<file path="src/design/wcs_pkg.sv">
// weld ramp sequencer constants and types
package wcs_pkg;
    // line-cycle timing
    localparam int unsigned CLK_FREQ_HZ = 250000000;
    localparam int unsigned LINE_FREQ_HZ = 60;
    localparam int unsigned LINE_CYCLE_CLKS = CLK_FREQ_HZ / LINE_FREQ_HZ;
    localparam int LINE_CNT_W = 23;
    // register byte offsets
    localparam logic [7:0] ADDR_CTRL = 8'h00;
    localparam logic [7:0] ADDR_STATUS = 8'h04;
    localparam logic [7:0] ADDR_SCHED_BASE = 8'h40;
    localparam logic [7:0] ADDR_SCHED_LAST = 8'h5C;
    localparam int SCHED_AW = 3;
    localparam int SCHED_N = 8;
    // schedule word fields
    localparam int SCH_HEAT_LSB = 0;
    localparam int SCH_WELD_LSB = 8;
    localparam int SCH_RLEN_LSB = 16;
    localparam int SCH_RSEL_LSB = 24;
    localparam int SCH_VALVE_LSB = 26;
    localparam int SCH_LINK_BIT = 29;
    // control word fields
    localparam int CTRL_PROG_BIT = 0;
    localparam int CTRL_INIT_BIT = 1;
    localparam int CTRL_SEAM_BIT = 2;
    localparam int CTRL_SEL_LSB = 3;
    localparam int CTRL_IMP_LSB = 8;
    // status word fields
    localparam int STAT_LVL_LSB = 8;
    localparam int STAT_VALVE_LSB = 16;
    localparam int STAT_WELD_BIT = 19;
    localparam int STAT_IMP_LSB = 24;
    // reset values
    localparam logic [31:0] CTRL_RESET = 32'h0000_0100;
    localparam logic [31:0] SCHED_RESET = 32'h0000_0000;
    // ramp selections and limits
    localparam logic [1:0] RSEL_NONE = 2'h0;
    localparam logic [1:0] RSEL_UP = 2'h1;
    localparam logic [1:0] RSEL_DOWN = 2'h2;
    localparam logic [6:0] RAMP_LEN_MIN = 7'h01;
    localparam logic [6:0] RAMP_LEN_MAX = 7'h63;
    localparam int HEAT_QUARTER_SHIFT = 2;
    // axi responses
    localparam logic [1:0] RESP_OKAY = 2'h0;
    localparam logic [1:0] RESP_SLVERR = 2'h2;

    typedef enum logic [3:0] {
        ST_IDLE, ST_FETCH_A, ST_FETCH_B, ST_SETUP, ST_RAMP_UP,
        ST_WELD, ST_COOL, ST_RAMP_DOWN, ST_FINISH
    } wcs_state_e;
endpackage

</file>
<file path="src/design/wcs_sched_mem.sv">
// schedule table: byte-writable, two registered read ports
`timescale 1ns/10ps
`default_nettype none
module wcs_sched_mem
    import wcs_pkg::*;
(
    // clock and reset
    input wire logic ref_clk_i,
    input wire logic rst_n_i,
    // write port
    input wire logic we_i,
    input wire logic [SCHED_AW-1:0] waddr_i,
    input wire logic [31:0] wdata_i,
    input wire logic [3:0] wstrb_i,
    // sequencer read port
    input wire logic [SCHED_AW-1:0] raddr_a_i,
    output logic [31:0] rdata_a_o,
    // bus read port
    input wire logic [SCHED_AW-1:0] raddr_b_i,
    output logic [31:0] rdata_b_o
);
    logic [31:0] mem_reg [SCHED_N];

    genvar gi;
    generate
        for (gi = 0; gi < SCHED_N; gi++) begin : g_word
            always_ff @(posedge ref_clk_i) begin
                if (!rst_n_i) begin
                    mem_reg[gi] <= SCHED_RESET;
                end else if (we_i && waddr_i == SCHED_AW'(gi)) begin
                    for (int b = 0; b < 4; b++) begin
                        if (wstrb_i[b]) begin
                            mem_reg[gi][b*8 +: 8] <= wdata_i[b*8 +: 8];
                        end
                    end
                end
            end
        end
    endgenerate

    always_ff @(posedge ref_clk_i) begin
        rdata_a_o <= mem_reg[raddr_a_i];
        rdata_b_o <= mem_reg[raddr_b_i];
    end
endmodule
`default_nettype wire

</file>
<file path="src/design/wcs_line_tick.sv">
// line-cycle divider: one-cycle enable per mains cycle
`timescale 1ns/10ps
`default_nettype none
module wcs_line_tick
    import wcs_pkg::*;
#(
    parameter int unsigned DIV = LINE_CYCLE_CLKS
) (
    // clock and reset
    input wire logic ref_clk_i,
    input wire logic rst_n_i,
    // enable out
    output logic tick_o
);
    logic [LINE_CNT_W-1:0] cnt_reg;

    always_ff @(posedge ref_clk_i) begin
        if (!rst_n_i) begin
            cnt_reg <= '0;
            tick_o <= 1'b0;
        end else if (cnt_reg == LINE_CNT_W'(DIV - 1)) begin
            cnt_reg <= '0;
            tick_o <= 1'b1;
        end else begin
            cnt_reg <= cnt_reg + 1'b1;
            tick_o <= 1'b0;
        end
    end
endmodule
`default_nettype wire

</file>
<file path="src/design/wcs_weld_ramp.sv">
// weld ramp sequencer, valve decoder, axi4-lite registers
// Operation
// - ramp length limited to 01..99
// - ramp up rises, ramp down falls stepwise
// - ramp cycles added to weld cycles
// - ramp lengths and weld count independent
// - select 00 welds flat, no ramp
// - select 01 ramps up before weld
// - repeat: ramp up before first impulse only
// - seam: ramp up on first initiation only
// - own start is quarter heat, even steps
// - linked up: own heat to next heat
// - select 02 ramps down after weld
// - repeat: ramp down after last impulse
// - seam: ramp down when initiation released
// - own down: heat to quarter heat
// - linked down: bottom is next heat
// - valve code bits drive valves 1..3
// - programming: lamps show code, valves off
//
// Implementation choices: the AXI4-Lite interface to the registers and the register addresses.
`timescale 1ns/10ps
`default_nettype none
module wcs_weld_ramp
    import wcs_pkg::*;
#(
    parameter int unsigned LINE_CLKS = LINE_CYCLE_CLKS
) (
    // clock and reset
    input wire logic ref_clk_i,
    input wire logic rst_n_i,
    // axi4-lite write address
    input wire logic s_axi_awvalid,
    output logic s_axi_awready,
    input wire logic [7:0] s_axi_awaddr,
    // axi4-lite write data
    input wire logic s_axi_wvalid,
    output logic s_axi_wready,
    input wire logic [31:0] s_axi_wdata,
    input wire logic [3:0] s_axi_wstrb,
    // axi4-lite write response
    output logic s_axi_bvalid,
    input wire logic s_axi_bready,
    output logic [1:0] s_axi_bresp,
    // axi4-lite read
    input wire logic s_axi_arvalid,
    output logic s_axi_arready,
    input wire logic [7:0] s_axi_araddr,
    output logic s_axi_rvalid,
    input wire logic s_axi_rready,
    output logic [31:0] s_axi_rdata,
    output logic [1:0] s_axi_rresp,
    // firing stage and valve drivers
    output logic [6:0] fire_level_o,
    output logic weld_on_o,
    output logic [2:0] valve_o,
    output logic [2:0] valve_lamp_o
);
    function automatic logic [31:0] merge_strb(input logic [31:0] old_w, input logic [31:0] new_w,
                                               input logic [3:0] strb);
        logic [31:0] res;
        res = old_w;
        for (int b = 0; b < 4; b++) begin
            if (strb[b]) begin
                res[b*8 +: 8] = new_w[b*8 +: 8];
            end
        end
        return res;
    endfunction

    function automatic logic [6:0] clamp_len(input logic [6:0] len);
        if (len < RAMP_LEN_MIN) begin
            return RAMP_LEN_MIN;
        end else if (len > RAMP_LEN_MAX) begin
            return RAMP_LEN_MAX;
        end
        return len;
    endfunction

    function automatic logic is_sched(input logic [7:0] addr);
        return addr >= ADDR_SCHED_BASE && addr <= ADDR_SCHED_LAST;
    endfunction

    logic line_tick;
    logic [31:0] ctrl_reg;
    logic [31:0] rd_a, rd_b;
    logic aw_held_reg, w_held_reg, ar_stage_reg;
    logic [7:0] aw_addr_reg, ar_addr_reg;
    logic [31:0] w_data_reg;
    logic [3:0] w_strb_reg;
    logic do_write;
    logic [31:0] sched_wdata;
    wcs_state_e state_reg;
    logic [31:0] sched_a_reg;
    logic [6:0] lvl_reg, weld_lvl_reg, end_lvl_reg, inc_reg, rlen_reg, weld_reg, cnt_reg;
    logic [1:0] rsel_reg;
    logic [2:0] valve_reg;
    logic [7:0] imp_cnt_reg;
    logic init_q_reg;

    wire prog_mode = ctrl_reg[CTRL_PROG_BIT];
    wire init_lvl = ctrl_reg[CTRL_INIT_BIT];
    wire seam_mode = ctrl_reg[CTRL_SEAM_BIT];
    wire [SCHED_AW-1:0] sel = ctrl_reg[CTRL_SEL_LSB +: SCHED_AW];
    wire [7:0] impulses = ctrl_reg[CTRL_IMP_LSB +: 8];

    wcs_line_tick #(
        .DIV(LINE_CLKS)
    ) u_tick (
        .ref_clk_i(ref_clk_i),
        .rst_n_i(rst_n_i),
        .tick_o(line_tick)
    );

    // clamp on write so readers see legal lengths
    always_comb begin
        sched_wdata = w_data_reg;
        sched_wdata[SCH_RLEN_LSB +: 7] = clamp_len(w_data_reg[SCH_RLEN_LSB +: 7]);
    end

    wire fetching = state_reg == ST_FETCH_A || state_reg == ST_FETCH_B;

    wcs_sched_mem u_mem (
        .ref_clk_i(ref_clk_i),
        .rst_n_i(rst_n_i),
        .we_i(do_write && is_sched(aw_addr_reg)),
        .waddr_i(aw_addr_reg[2 +: SCHED_AW]),
        .wdata_i(sched_wdata),
        .wstrb_i(w_strb_reg),
        .raddr_a_i(fetching ? sel + 1'b1 : sel),
        .rdata_a_o(rd_a),
        .raddr_b_i(s_axi_araddr[2 +: SCHED_AW]),
        .rdata_b_o(rd_b)
    );

    // write: address and data in either order
    assign do_write = aw_held_reg && w_held_reg && !s_axi_bvalid;

    always_ff @(posedge ref_clk_i) begin
        if (!rst_n_i) begin
            aw_held_reg <= 1'b0;
            w_held_reg <= 1'b0;
            s_axi_awready <= 1'b1;
            s_axi_wready <= 1'b1;
            aw_addr_reg <= 8'h00;
            w_data_reg <= 32'h0000_0000;
            w_strb_reg <= 4'h0;
            s_axi_bvalid <= 1'b0;
            s_axi_bresp <= RESP_OKAY;
        end else begin
            if (s_axi_awvalid && s_axi_awready) begin
                aw_held_reg <= 1'b1;
                aw_addr_reg <= s_axi_awaddr;
                s_axi_awready <= 1'b0;
            end
            if (s_axi_wvalid && s_axi_wready) begin
                w_held_reg <= 1'b1;
                w_data_reg <= s_axi_wdata;
                w_strb_reg <= s_axi_wstrb;
                s_axi_wready <= 1'b0;
            end
            if (do_write) begin
                s_axi_bvalid <= 1'b1;
                if (aw_addr_reg == ADDR_CTRL || is_sched(aw_addr_reg)) begin
                    s_axi_bresp <= RESP_OKAY;
                end else begin
                    s_axi_bresp <= RESP_SLVERR;
                end
            end
            if (s_axi_bvalid && s_axi_bready) begin
                s_axi_bvalid <= 1'b0;
                aw_held_reg <= 1'b0;
                w_held_reg <= 1'b0;
                s_axi_awready <= 1'b1;
                s_axi_wready <= 1'b1;
            end
        end
    end

    always_ff @(posedge ref_clk_i) begin
        if (!rst_n_i) begin
            ctrl_reg <= CTRL_RESET;
        end else if (do_write && aw_addr_reg == ADDR_CTRL) begin
            ctrl_reg <= merge_strb(ctrl_reg, w_data_reg, w_strb_reg);
        end
    end

    // read: table addressed at handshake, answer two cycles on
    always_ff @(posedge ref_clk_i) begin
        if (!rst_n_i) begin
            s_axi_arready <= 1'b1;
            ar_addr_reg <= 8'h00;
            ar_stage_reg <= 1'b0;
            s_axi_rvalid <= 1'b0;
            s_axi_rdata <= 32'h0000_0000;
            s_axi_rresp <= RESP_OKAY;
        end else begin
            ar_stage_reg <= 1'b0;
            if (s_axi_arvalid && s_axi_arready) begin
                ar_addr_reg <= s_axi_araddr;
                s_axi_arready <= 1'b0;
                ar_stage_reg <= 1'b1;
            end
            if (ar_stage_reg) begin
                s_axi_rvalid <= 1'b1;
                s_axi_rresp <= RESP_OKAY;
                if (ar_addr_reg == ADDR_CTRL) begin
                    s_axi_rdata <= ctrl_reg;
                end else if (ar_addr_reg == ADDR_STATUS) begin
                    s_axi_rdata <= {imp_cnt_reg, 4'h0, weld_on_o, valve_o, 1'b0, fire_level_o,
                                    4'h0, state_reg};
                end else if (is_sched(ar_addr_reg)) begin
                    s_axi_rdata <= rd_b;
                end else begin
                    s_axi_rdata <= 32'h0000_0000;
                    s_axi_rresp <= RESP_SLVERR;
                end
            end
            if (s_axi_rvalid && s_axi_rready) begin
                s_axi_rvalid <= 1'b0;
                s_axi_arready <= 1'b1;
            end
        end
    end

    // ramp setup from schedule and linked successor
    wire [6:0] heat_a = sched_a_reg[SCH_HEAT_LSB +: 7];
    wire [6:0] heat_b = rd_a[SCH_HEAT_LSB +: 7];
    wire linked = sched_a_reg[SCH_LINK_BIT];
    wire [1:0] rsel_a = sched_a_reg[SCH_RSEL_LSB +: 2];
    logic [6:0] su_start, su_end, su_weld_lvl, su_weld, su_diff;

    always_comb begin
        su_weld = sched_a_reg[SCH_WELD_LSB +: 7];
        su_weld_lvl = heat_a;
        su_start = heat_a;
        su_end = heat_a;
        if (rsel_a == RSEL_UP) begin
            su_start = linked ? heat_a : heat_a >> HEAT_QUARTER_SHIFT;
            su_end = linked ? heat_b : heat_a;
            su_weld_lvl = su_end;
            su_weld = linked ? rd_a[SCH_WELD_LSB +: 7] : su_weld;
        end else if (rsel_a == RSEL_DOWN) begin
            su_end = linked ? heat_b : heat_a >> HEAT_QUARTER_SHIFT;
        end
        if (su_start > su_end) begin
            su_diff = su_start - su_end;
        end else begin
            su_diff = su_end - su_start;
        end
    end

    wire ramp_last = cnt_reg == rlen_reg - 1'b1;
    wire weld_last = cnt_reg + 1'b1 >= weld_reg;
    wire has_down = rsel_reg == RSEL_DOWN;

    // timed states step only on the line tick
    always_ff @(posedge ref_clk_i) begin
        if (!rst_n_i) begin
            state_reg <= ST_IDLE;
            init_q_reg <= 1'b0;
            sched_a_reg <= 32'h0000_0000;
            lvl_reg <= 7'h00;
            weld_lvl_reg <= 7'h00;
            end_lvl_reg <= 7'h00;
            inc_reg <= 7'h00;
            rlen_reg <= RAMP_LEN_MIN;
            weld_reg <= 7'h00;
            cnt_reg <= 7'h00;
            rsel_reg <= RSEL_NONE;
            valve_reg <= 3'h0;
            imp_cnt_reg <= 8'h00;
        end else begin
            init_q_reg <= init_lvl;
            if (prog_mode) begin
                state_reg <= ST_IDLE;
            end else begin
                case (state_reg)
                    ST_IDLE: begin
                        if (init_lvl && !init_q_reg) begin
                            state_reg <= ST_FETCH_A;
                        end
                    end
                    ST_FETCH_A: begin
                        sched_a_reg <= rd_a;
                        state_reg <= ST_FETCH_B;
                    end
                    ST_FETCH_B: begin
                        state_reg <= ST_SETUP;
                    end
                    ST_SETUP: begin
                        rsel_reg <= rsel_a;
                        rlen_reg <= sched_a_reg[SCH_RLEN_LSB +: 7];
                        weld_reg <= su_weld;
                        weld_lvl_reg <= su_weld_lvl;
                        end_lvl_reg <= su_end;
                        inc_reg <= su_diff / sched_a_reg[SCH_RLEN_LSB +: 7];
                        valve_reg <= sched_a_reg[SCH_VALVE_LSB +: 3];
                        imp_cnt_reg <= 8'h00;
                        cnt_reg <= 7'h00;
                        if (rsel_a == RSEL_UP) begin
                            lvl_reg <= su_start;
                            state_reg <= ST_RAMP_UP;
                        end else begin
                            lvl_reg <= su_weld_lvl;
                            state_reg <= ST_WELD;
                        end
                    end
                    ST_RAMP_UP: begin
                        if (line_tick) begin
                            if (ramp_last) begin
                                cnt_reg <= 7'h00;
                                lvl_reg <= weld_lvl_reg;
                                state_reg <= ST_WELD;
                            end else begin
                                cnt_reg <= cnt_reg + 1'b1;
                                lvl_reg <= lvl_reg + inc_reg;
                            end
                        end
                    end
                    ST_WELD: begin
                        if (line_tick && weld_last) begin
                            cnt_reg <= 7'h00;
                            if (seam_mode && init_lvl) begin
                                lvl_reg <= weld_lvl_reg;
                            end else if (!seam_mode && imp_cnt_reg + 1'b1 < impulses) begin
                                imp_cnt_reg <= imp_cnt_reg + 1'b1;
                                state_reg <= ST_COOL;
                            end else if (has_down) begin
                                lvl_reg <= rlen_reg == RAMP_LEN_MIN ? end_lvl_reg : lvl_reg - inc_reg;
                                state_reg <= ST_RAMP_DOWN;
                            end else begin
                                state_reg <= ST_FINISH;
                            end
                        end else if (line_tick) begin
                            cnt_reg <= cnt_reg + 1'b1;
                        end
                    end
                    ST_COOL: begin
                        if (line_tick) begin
                            lvl_reg <= weld_lvl_reg;
                            state_reg <= ST_WELD;
                        end
                    end
                    ST_RAMP_DOWN: begin
                        if (line_tick) begin
                            if (ramp_last) begin
                                state_reg <= ST_FINISH;
                            end else begin
                                cnt_reg <= cnt_reg + 1'b1;
                                lvl_reg <= cnt_reg + 7'h02 == rlen_reg ? end_lvl_reg : lvl_reg - inc_reg;
                            end
                        end
                    end
                    ST_FINISH: begin
                        if (!init_lvl) begin
                            state_reg <= ST_IDLE;
                        end
                    end
                    default: begin
                        state_reg <= ST_IDLE;
                    end
                endcase
            end
        end
    end

    wire firing = state_reg == ST_RAMP_UP || state_reg == ST_WELD || state_reg == ST_RAMP_DOWN;
    wire running = state_reg != ST_IDLE && !fetching && state_reg != ST_SETUP;

    // program mode forces valves and firing off
    always_ff @(posedge ref_clk_i) begin
        if (!rst_n_i) begin
            fire_level_o <= 7'h00;
            weld_on_o <= 1'b0;
            valve_o <= 3'h0;
            valve_lamp_o <= 3'h0;
        end else begin
            fire_level_o <= (firing && !prog_mode) ? lvl_reg : 7'h00;
            weld_on_o <= firing && !prog_mode;
            valve_o <= (running && !prog_mode) ? valve_reg : 3'h0;
            if (prog_mode) begin
                valve_lamp_o <= rd_a[SCH_VALVE_LSB +: 3];
            end else begin
                valve_lamp_o <= running ? valve_reg : 3'h0;
            end
        end
    end
endmodule
`default_nettype wire

</file>
<file path="config.mk">
export PLATFORM = sky130hd
export DESIGN_NAME = wcs_weld_ramp
export DESIGN_NICKNAME = d
export VERILOG_FILES = /design/src/design/wcs_pkg.sv /design/src/design/wcs_sched_mem.sv /design/src/design/wcs_line_tick.sv /design/src/design/wcs_weld_ramp.sv
export SDC_FILE = /design/constraint.sdc
export NUM_CORES = 1
export LEC_CHECK = 0
export ABC_AREA = 1
export BUFFER_PORTS_ARGS = -buffer_cell sky130_fd_sc_hd__buf_2
export CORE_ASPECT_RATIO = 0.7
export CORE_MARGIN = 2
export CORE_UTILIZATION = 25
export CTS_BUF_LIST = sky130_fd_sc_hd__clkbuf_8
export CTS_CLUSTER_DIAMETER = 200
export DETAILED_ROUTE_END_ITERATION = 10
export GPL_TIMING_DRIVEN = 0
export HOLD_SLACK_MARGIN = 0.05
export PLACE_DENSITY = 0.45
export SLEW_MARGIN = 40
export SYNTH_ARGS = -nofsm -noshare
export SYNTH_HDL_FRONTEND = slang
export SYNTH_SLANG_ARGS = --single-unit
</file>
<file path="constraint.sdc">
create_clock -name ref_clk_i -period 17.02 [get_ports ref_clk_i]
set_clock_uncertainty 0.1 [all_clocks]
set_input_delay 0.851 -clock ref_clk_i [delete_from_list [all_inputs] [get_ports ref_clk_i]]
set_output_delay 0.851 -clock ref_clk_i [all_outputs]
set_load 0.03 [all_outputs]
</file>
# == Word-level counts from Yosys, hierarchy flattened ==
# Memories as Yosys holds them, arrays and structs flattened. A register that Yosys moved wholly into a read port is not among the register bits.
# Cells that the tools add are included.
# totals
input_bits,59
mem_count,1
mem_bits_rw,256
wordCells,388
ff_bits,263
output_inout_bits,55
# mem_list
name,words,width,read_ports,rd_clocked_by_memory_dff,write_ports,line,source
u_mem.mem_reg,8,32,2,2,8,wcs_sched_mem.sv:22,logic [31:0] mem_reg [SCHED_N];
# op_classes
muxes,197
addsub,10
bitwise_logic,34
n_eq_ne,38
n_div,1
n_reduce_logical,60
n_lt_le_gt_ge,9
# op_table
op,n
8-bit two-way mux,35
7-bit two-way mux,31
1-bit two-way mux,106
32-bit two-way mux,3
4-bit two-way mux,11
4-bit one-hot mux with 9 select lines,1
7-bit one-hot mux with 5 select lines,1
1-bit OR,32
7-bit one-hot mux with 4 select lines,1
1-bit logical AND,27
"23-bit by 1-bit adder with 23-bit output, second input constant",1
"23-bit by 22-bit == test with 1-bit output, second input constant",1
7-bit subtractor,3
9-bit AND reduction,2
"4-bit by 3-bit == test with 1-bit output, second input constant",4
"8-bit by 7-bit greater-or-equal comparator with 1-bit output, second input constant",2
"8-bit by 7-bit <= comparator with 1-bit output, second input constant",2
8-bit zero test,2
"2-bit != test, second input constant",8
8-bit one-hot mux with 2 select lines,1
2-bit AND reduction,8
7-bit == test,2
"3-bit == test, second input constant",4
3-bit two-way mux,3
other kinds (37),58

# == Depth between registers and ports, before layout ==
# depth
ltp_word,8
mapped_depth,77
depth_no_buf,75

# == Hierarchy ==
# A second synthesis with hierarchy kept.
# unflattened
hier_cells,4198
area_unflattened_um2,31241.2
# modules_own_cells
mod,cells_each,area_each_um2,seq_area_each_um2,instances
wcs_sched_mem,2168,16975.0,8968.6,1
wcs_weld_ramp,1831,12938.7,4684.5,1
wcs_line_tick,199,1327.5,480.5,1

# == Worst setup path after synthesis ==
# Ideal clock, no wire load.
# synth_timing
kind,reg2reg
start,reg sched_a_reg[25]
end,reg inc_reg[0]
path_buffers,1
t_required_ns,16.798
setup_slack_ns,7.138
setup_ns,0.122
t_arrival_ns,9.661
path_stages_with_launch,72
period_less_slack_ns,9.882
path_cell_list,dfxtp_1 > inv_2 > nand2_2 > buf_12 > inv_6 > nor2_1 > a2111oi_0 > ha_1 > nand2_1 > clkinv_1 > nand3_1 > nand3_1 > nand2_1 > nand2_2 > nand2_2 > nand2_4 > nand2_4 > nand2_1 > (+36 left out) > inv_1 > nand3_1 > and2_1 > ha_1 > a21o_1 > a22oi_1 > nand2_4 > inv_4 > nand2_1 > o21ai_1 > ha_1 > a21boi_0 > o21a_1 > o21a_1 > o21a_1 > o21a_1 > o21ai_0 > a21oi_1
# synth_between
elab_chain_len,6
elab_cells_between_ends,10
cone_classes,add/sub (2); div (1); order compare (1); eq/ne (2); mux (4)
# synth_lines
item,line,source
from (decl),wcs_weld_ramp.sv:94,logic [31:0] sched_a_reg;
from (signal assigned),wcs_weld_ramp.sv:285,sched_a_reg <= rd_a;
2-bit == test,wcs_weld_ramp.sv:243,end else if (rsel_a == RSEL_DOWN) begin
7-bit two-way mux,wcs_weld_ramp.sv:243,
7-bit two-way mux,wcs_weld_ramp.sv:238,if (rsel_a == RSEL_UP) begin
"7-bit subtractor, or another cell as far along",wcs_weld_ramp.sv:249,su_diff = su_end - su_start;
7-bit two-way mux (*),wcs_weld_ramp.sv:246,if (su_start > su_end) begin
7-bit by 7-bit divider with 7-bit output (*),wcs_weld_ramp.sv:297,inc_reg <= su_diff / sched_a_reg[SCH_RLEN_LSB +: 7];
to (signal assigned),wcs_weld_ramp.sv:297,
to (decl),wcs_weld_ramp.sv:95,"logic [6:0] lvl_reg, weld_lvl_reg, end_lvl_reg, inc_reg, rlen_reg, weld_reg, cnt_reg;"
# Every way passes the cells marked *; elsewhere a longest branch is shown, timed or not.
# A chain may end at the register's enable or synchronous reset.

# == Final worst setup path ==
# layout_timing
start,reg sched_a_reg[25]
end,reg inc_reg[0]
# layout_between
elab_chain_len,6
elab_cells_between_ends,10
cone_classes,add/sub (2); div (1); order compare (1); eq/ne (2); mux (4)
# layout_lines
item,line,source
2-bit == test,wcs_weld_ramp.sv:243,
7-bit two-way mux,wcs_weld_ramp.sv:243,
7-bit two-way mux (*),wcs_weld_ramp.sv:238,
named net su_end[0],wcs_weld_ramp.sv:231,"logic [6:0] su_start, su_end, su_weld_lvl, su_weld, su_diff;"
"7-bit subtractor, or another cell as far along",wcs_weld_ramp.sv:249,
7-bit two-way mux (*),wcs_weld_ramp.sv:246,
7-bit by 7-bit divider with 7-bit output (*),wcs_weld_ramp.sv:297,
# Mark *: on every way through the listed nets, which the timed path passes. The rest lies on a longest branch.

==> reports/qor.csv <==
metric;value;unit
Slew @ Worst Pin;942;ps
Startpoint Class;flop;
grt met2 use;25.0;%
cell mode on critical path;nand2_1;
Port Buf Inserts;110;
Final ANT Viol Nets;0;
Worst-path clk slew;70;ps
clk sinks;573;
Tcrit/Tclk final;70.6;%
total routed wirelength;124000;µm
Fillers;12200;
critical path data required time;17600;ps
Die ar.;117000;µm²
reg2reg path depth;70;
met1 Use GR;33.3;%
post-synth top area cell;edfxtp_1;
IO Count;114;
initial antenna violation count;9;
TritonCTS clock tree;done;
Starting Density;25.2;%
count of final setup violators;0;
share of cells above drive strength 1;10.6;%
area of all sequential standard cells;14000;µm²
Synth Register Bits;573;
synthesized area per cell;8.12;µm²
first-pass GRT wire length;175000;µm
Placed Area;31200;µm²
Mapped Cells;3510;
DRT Pass-1 Iters;8;
Max-slew headroom;37.2;%
gr busiest metal;met1;
setup bufs post-CTS;0;
Routed WL per cell;23.3;µm
Finished Cell Area;33200;µm²
register area share after synthesis;49.2;%
max reg flops;256;
Critical Path Slowest Stage Cell;nor2_1;
pin count of the biggest net entering global routing;14;
vias in the first global route;24200;
CTS HTree Levels;3;
library cells used by synthesis;61;
Final Max Tran Viols;0;
Routability Congestion;0.936;
setup TNS;0;ps
Synth area leaders;edfxtp_1 27%, dfxtp_1 22%, o21ai_0 7.7%;
YS warnings;0;
synthesized cell area;28500;µm²
RSZ-0062 raised after global routing;no;
CP endpoint kind;flop;
slowest stage delay, CP;540;ps
Arr. time, crit path;12600;ps
clock latency on the worst-skew pair;800;ps
Clock Tree Buf Depth;3;
met3 Usage GRT;7.38;%
Die Ht;286;µm
DRT iter0 DRCs;3246;
maxcap violations;0;
Post-CTS Hold Fix Bufs;0;
Core Footprint;113000;µm²
Final nets;3867;
DIE WIDTH;408;µm
Via density;4.99;
gr ovfl total;0;
Final min period;12020;ps
Hold Fails Final Rpt;0;
Area Growth Syn to Fin;16.6;%
Yosys top cell area share;27.0;%
Final HPWL DP;97100;µm
drt drc;0;
fmax;83.2;MHz
Setup CP Type;flop to flop;
hold path cells;3;
Multi-input gate area;12100;µm²
vias;26600;
status;completed;
num rows;103;
Core Util, Final;29.4;%
CTS root buf;clkbuf_8;
worst hold path class;primary input to flop;
Tot GR Track Use;20.7;%
Crit Path Max Fanout;10;
CTS Buf Count;96;
# resized after CTS;0;
[final cells by class]
type                       count  share of cell area (%)
clock buffer                 114                    4.72
inverter                     458                    5.20
antenna                        1                 0.00753
clock inverter                67                    1.48
buffer                       176                    2.23
timing repair buffer         121                    1.93
multi-input combinational   2304                    36.5
tap                         1522                    5.73
sequential                   573                    42.2
[cell families after synthesis]
kind of cell | after synthesis | share of synthesized area [%]
XOR/XNOR | 52 | 1.60
flip-flops | 573 | 49.2
adder cells (fa/ha/maj) | 78 | 3.53
other | 1 | 0.0132
AND/OR/NAND/NOR | 1105 | 16.2
AO/OA/AOI/OAI | 1067 | 20.8
buffers and inverters | 634 | 8.56
[worst max-delay path: cells and delay by family, from the launching register on]
kind / cells / cell delay (ps)
AOI/OAI and AO/OA: 20 / 3530
adders and majority gates: 9 / 2340
and+or+nand+nor: 30 / 4330
DFF: 1 / 370
buffers and inverters: 11 / 1190
[cells in the mapped netlist (all sizes together)]
cell type  count
and2           8
a221oi         1
o2111ai        5
edfxtp       256
conb           1
inv          427
o32a          27
nand2        388
a211oi        17
a2111oi        2
nand3b         2
or4            1
a22oi          5
dfxtp        317
nor2         534
buf           32
nor3b          3
o21ai        444
a31o           3
xor2          39
fa             4
o21bai         1
a21o           3
a21oi        408
nor4           4
nand4         11
o22ai         30
or2            8
nor3          29
clkbuf       144
o31ai          2
nand3        117
o211ai        53
ha            74
a21boi         2
o21a           8
xnor2         13
a31oi         35
clkinv        31
o221ai        21
[stage by stage]
stage	instances	hold slack, ps	worst slack [ps]
2_1_floorplan	3511	327	7140
3_3_place_gp	5143	342	5250
3_5_place_dp	5154	344	5130
4_1_cts	5335	151	5100
5_1_grt	5335	236	3910
6_report	5336	205	5000
[layer usage]
layer  up-vias  wire [µm]
li1      12300          -
met1     12800      62900
met4         0       2450
met2      1331      42900
met3       146      16000
met5         -          0
[final timing paths]
kind	start	to	slack, ps
max	sched_a_reg[25]$_SDFFE_PN0P_	inc_reg[0]$_SDFFE_PN0P_	5000
min	s_axi_rready	s_axi_arready$_SDFFE_PP1P_	210
max reg2reg	sched_a_reg[25]$_SDFFE_PN0P_	inc_reg[0]$_SDFFE_PN0P_	5000
min reg2reg	ctrl_reg[28]$_SDFFE_PN0P_	ctrl_reg[28]$_SDFFE_PN0P_	350
[cells in the final DEF (no fill, tap or decap), types with 53 or more instances in the layout]
cell type / Yosys / layout
nor2_1: 519 / 518
inv_1: 412 / 437
o21ai_0: 438 / 416
a21oi_1: 407 / 407
nand2_1: 374 / 373
dfxtp_1: 317 / 317
edfxtp_1: 256 / 256
buf_2: 16 / 126
clkbuf_1: 143 / 122
clkbuf_8: 0 / 114
nand3_1: 108 / 108
ha_1: 74 / 74
o211ai_1: 53 / 53
Power is not shown: default switching activity piles up to over one toggle a cycle in this logic, so the estimate is an artifact.
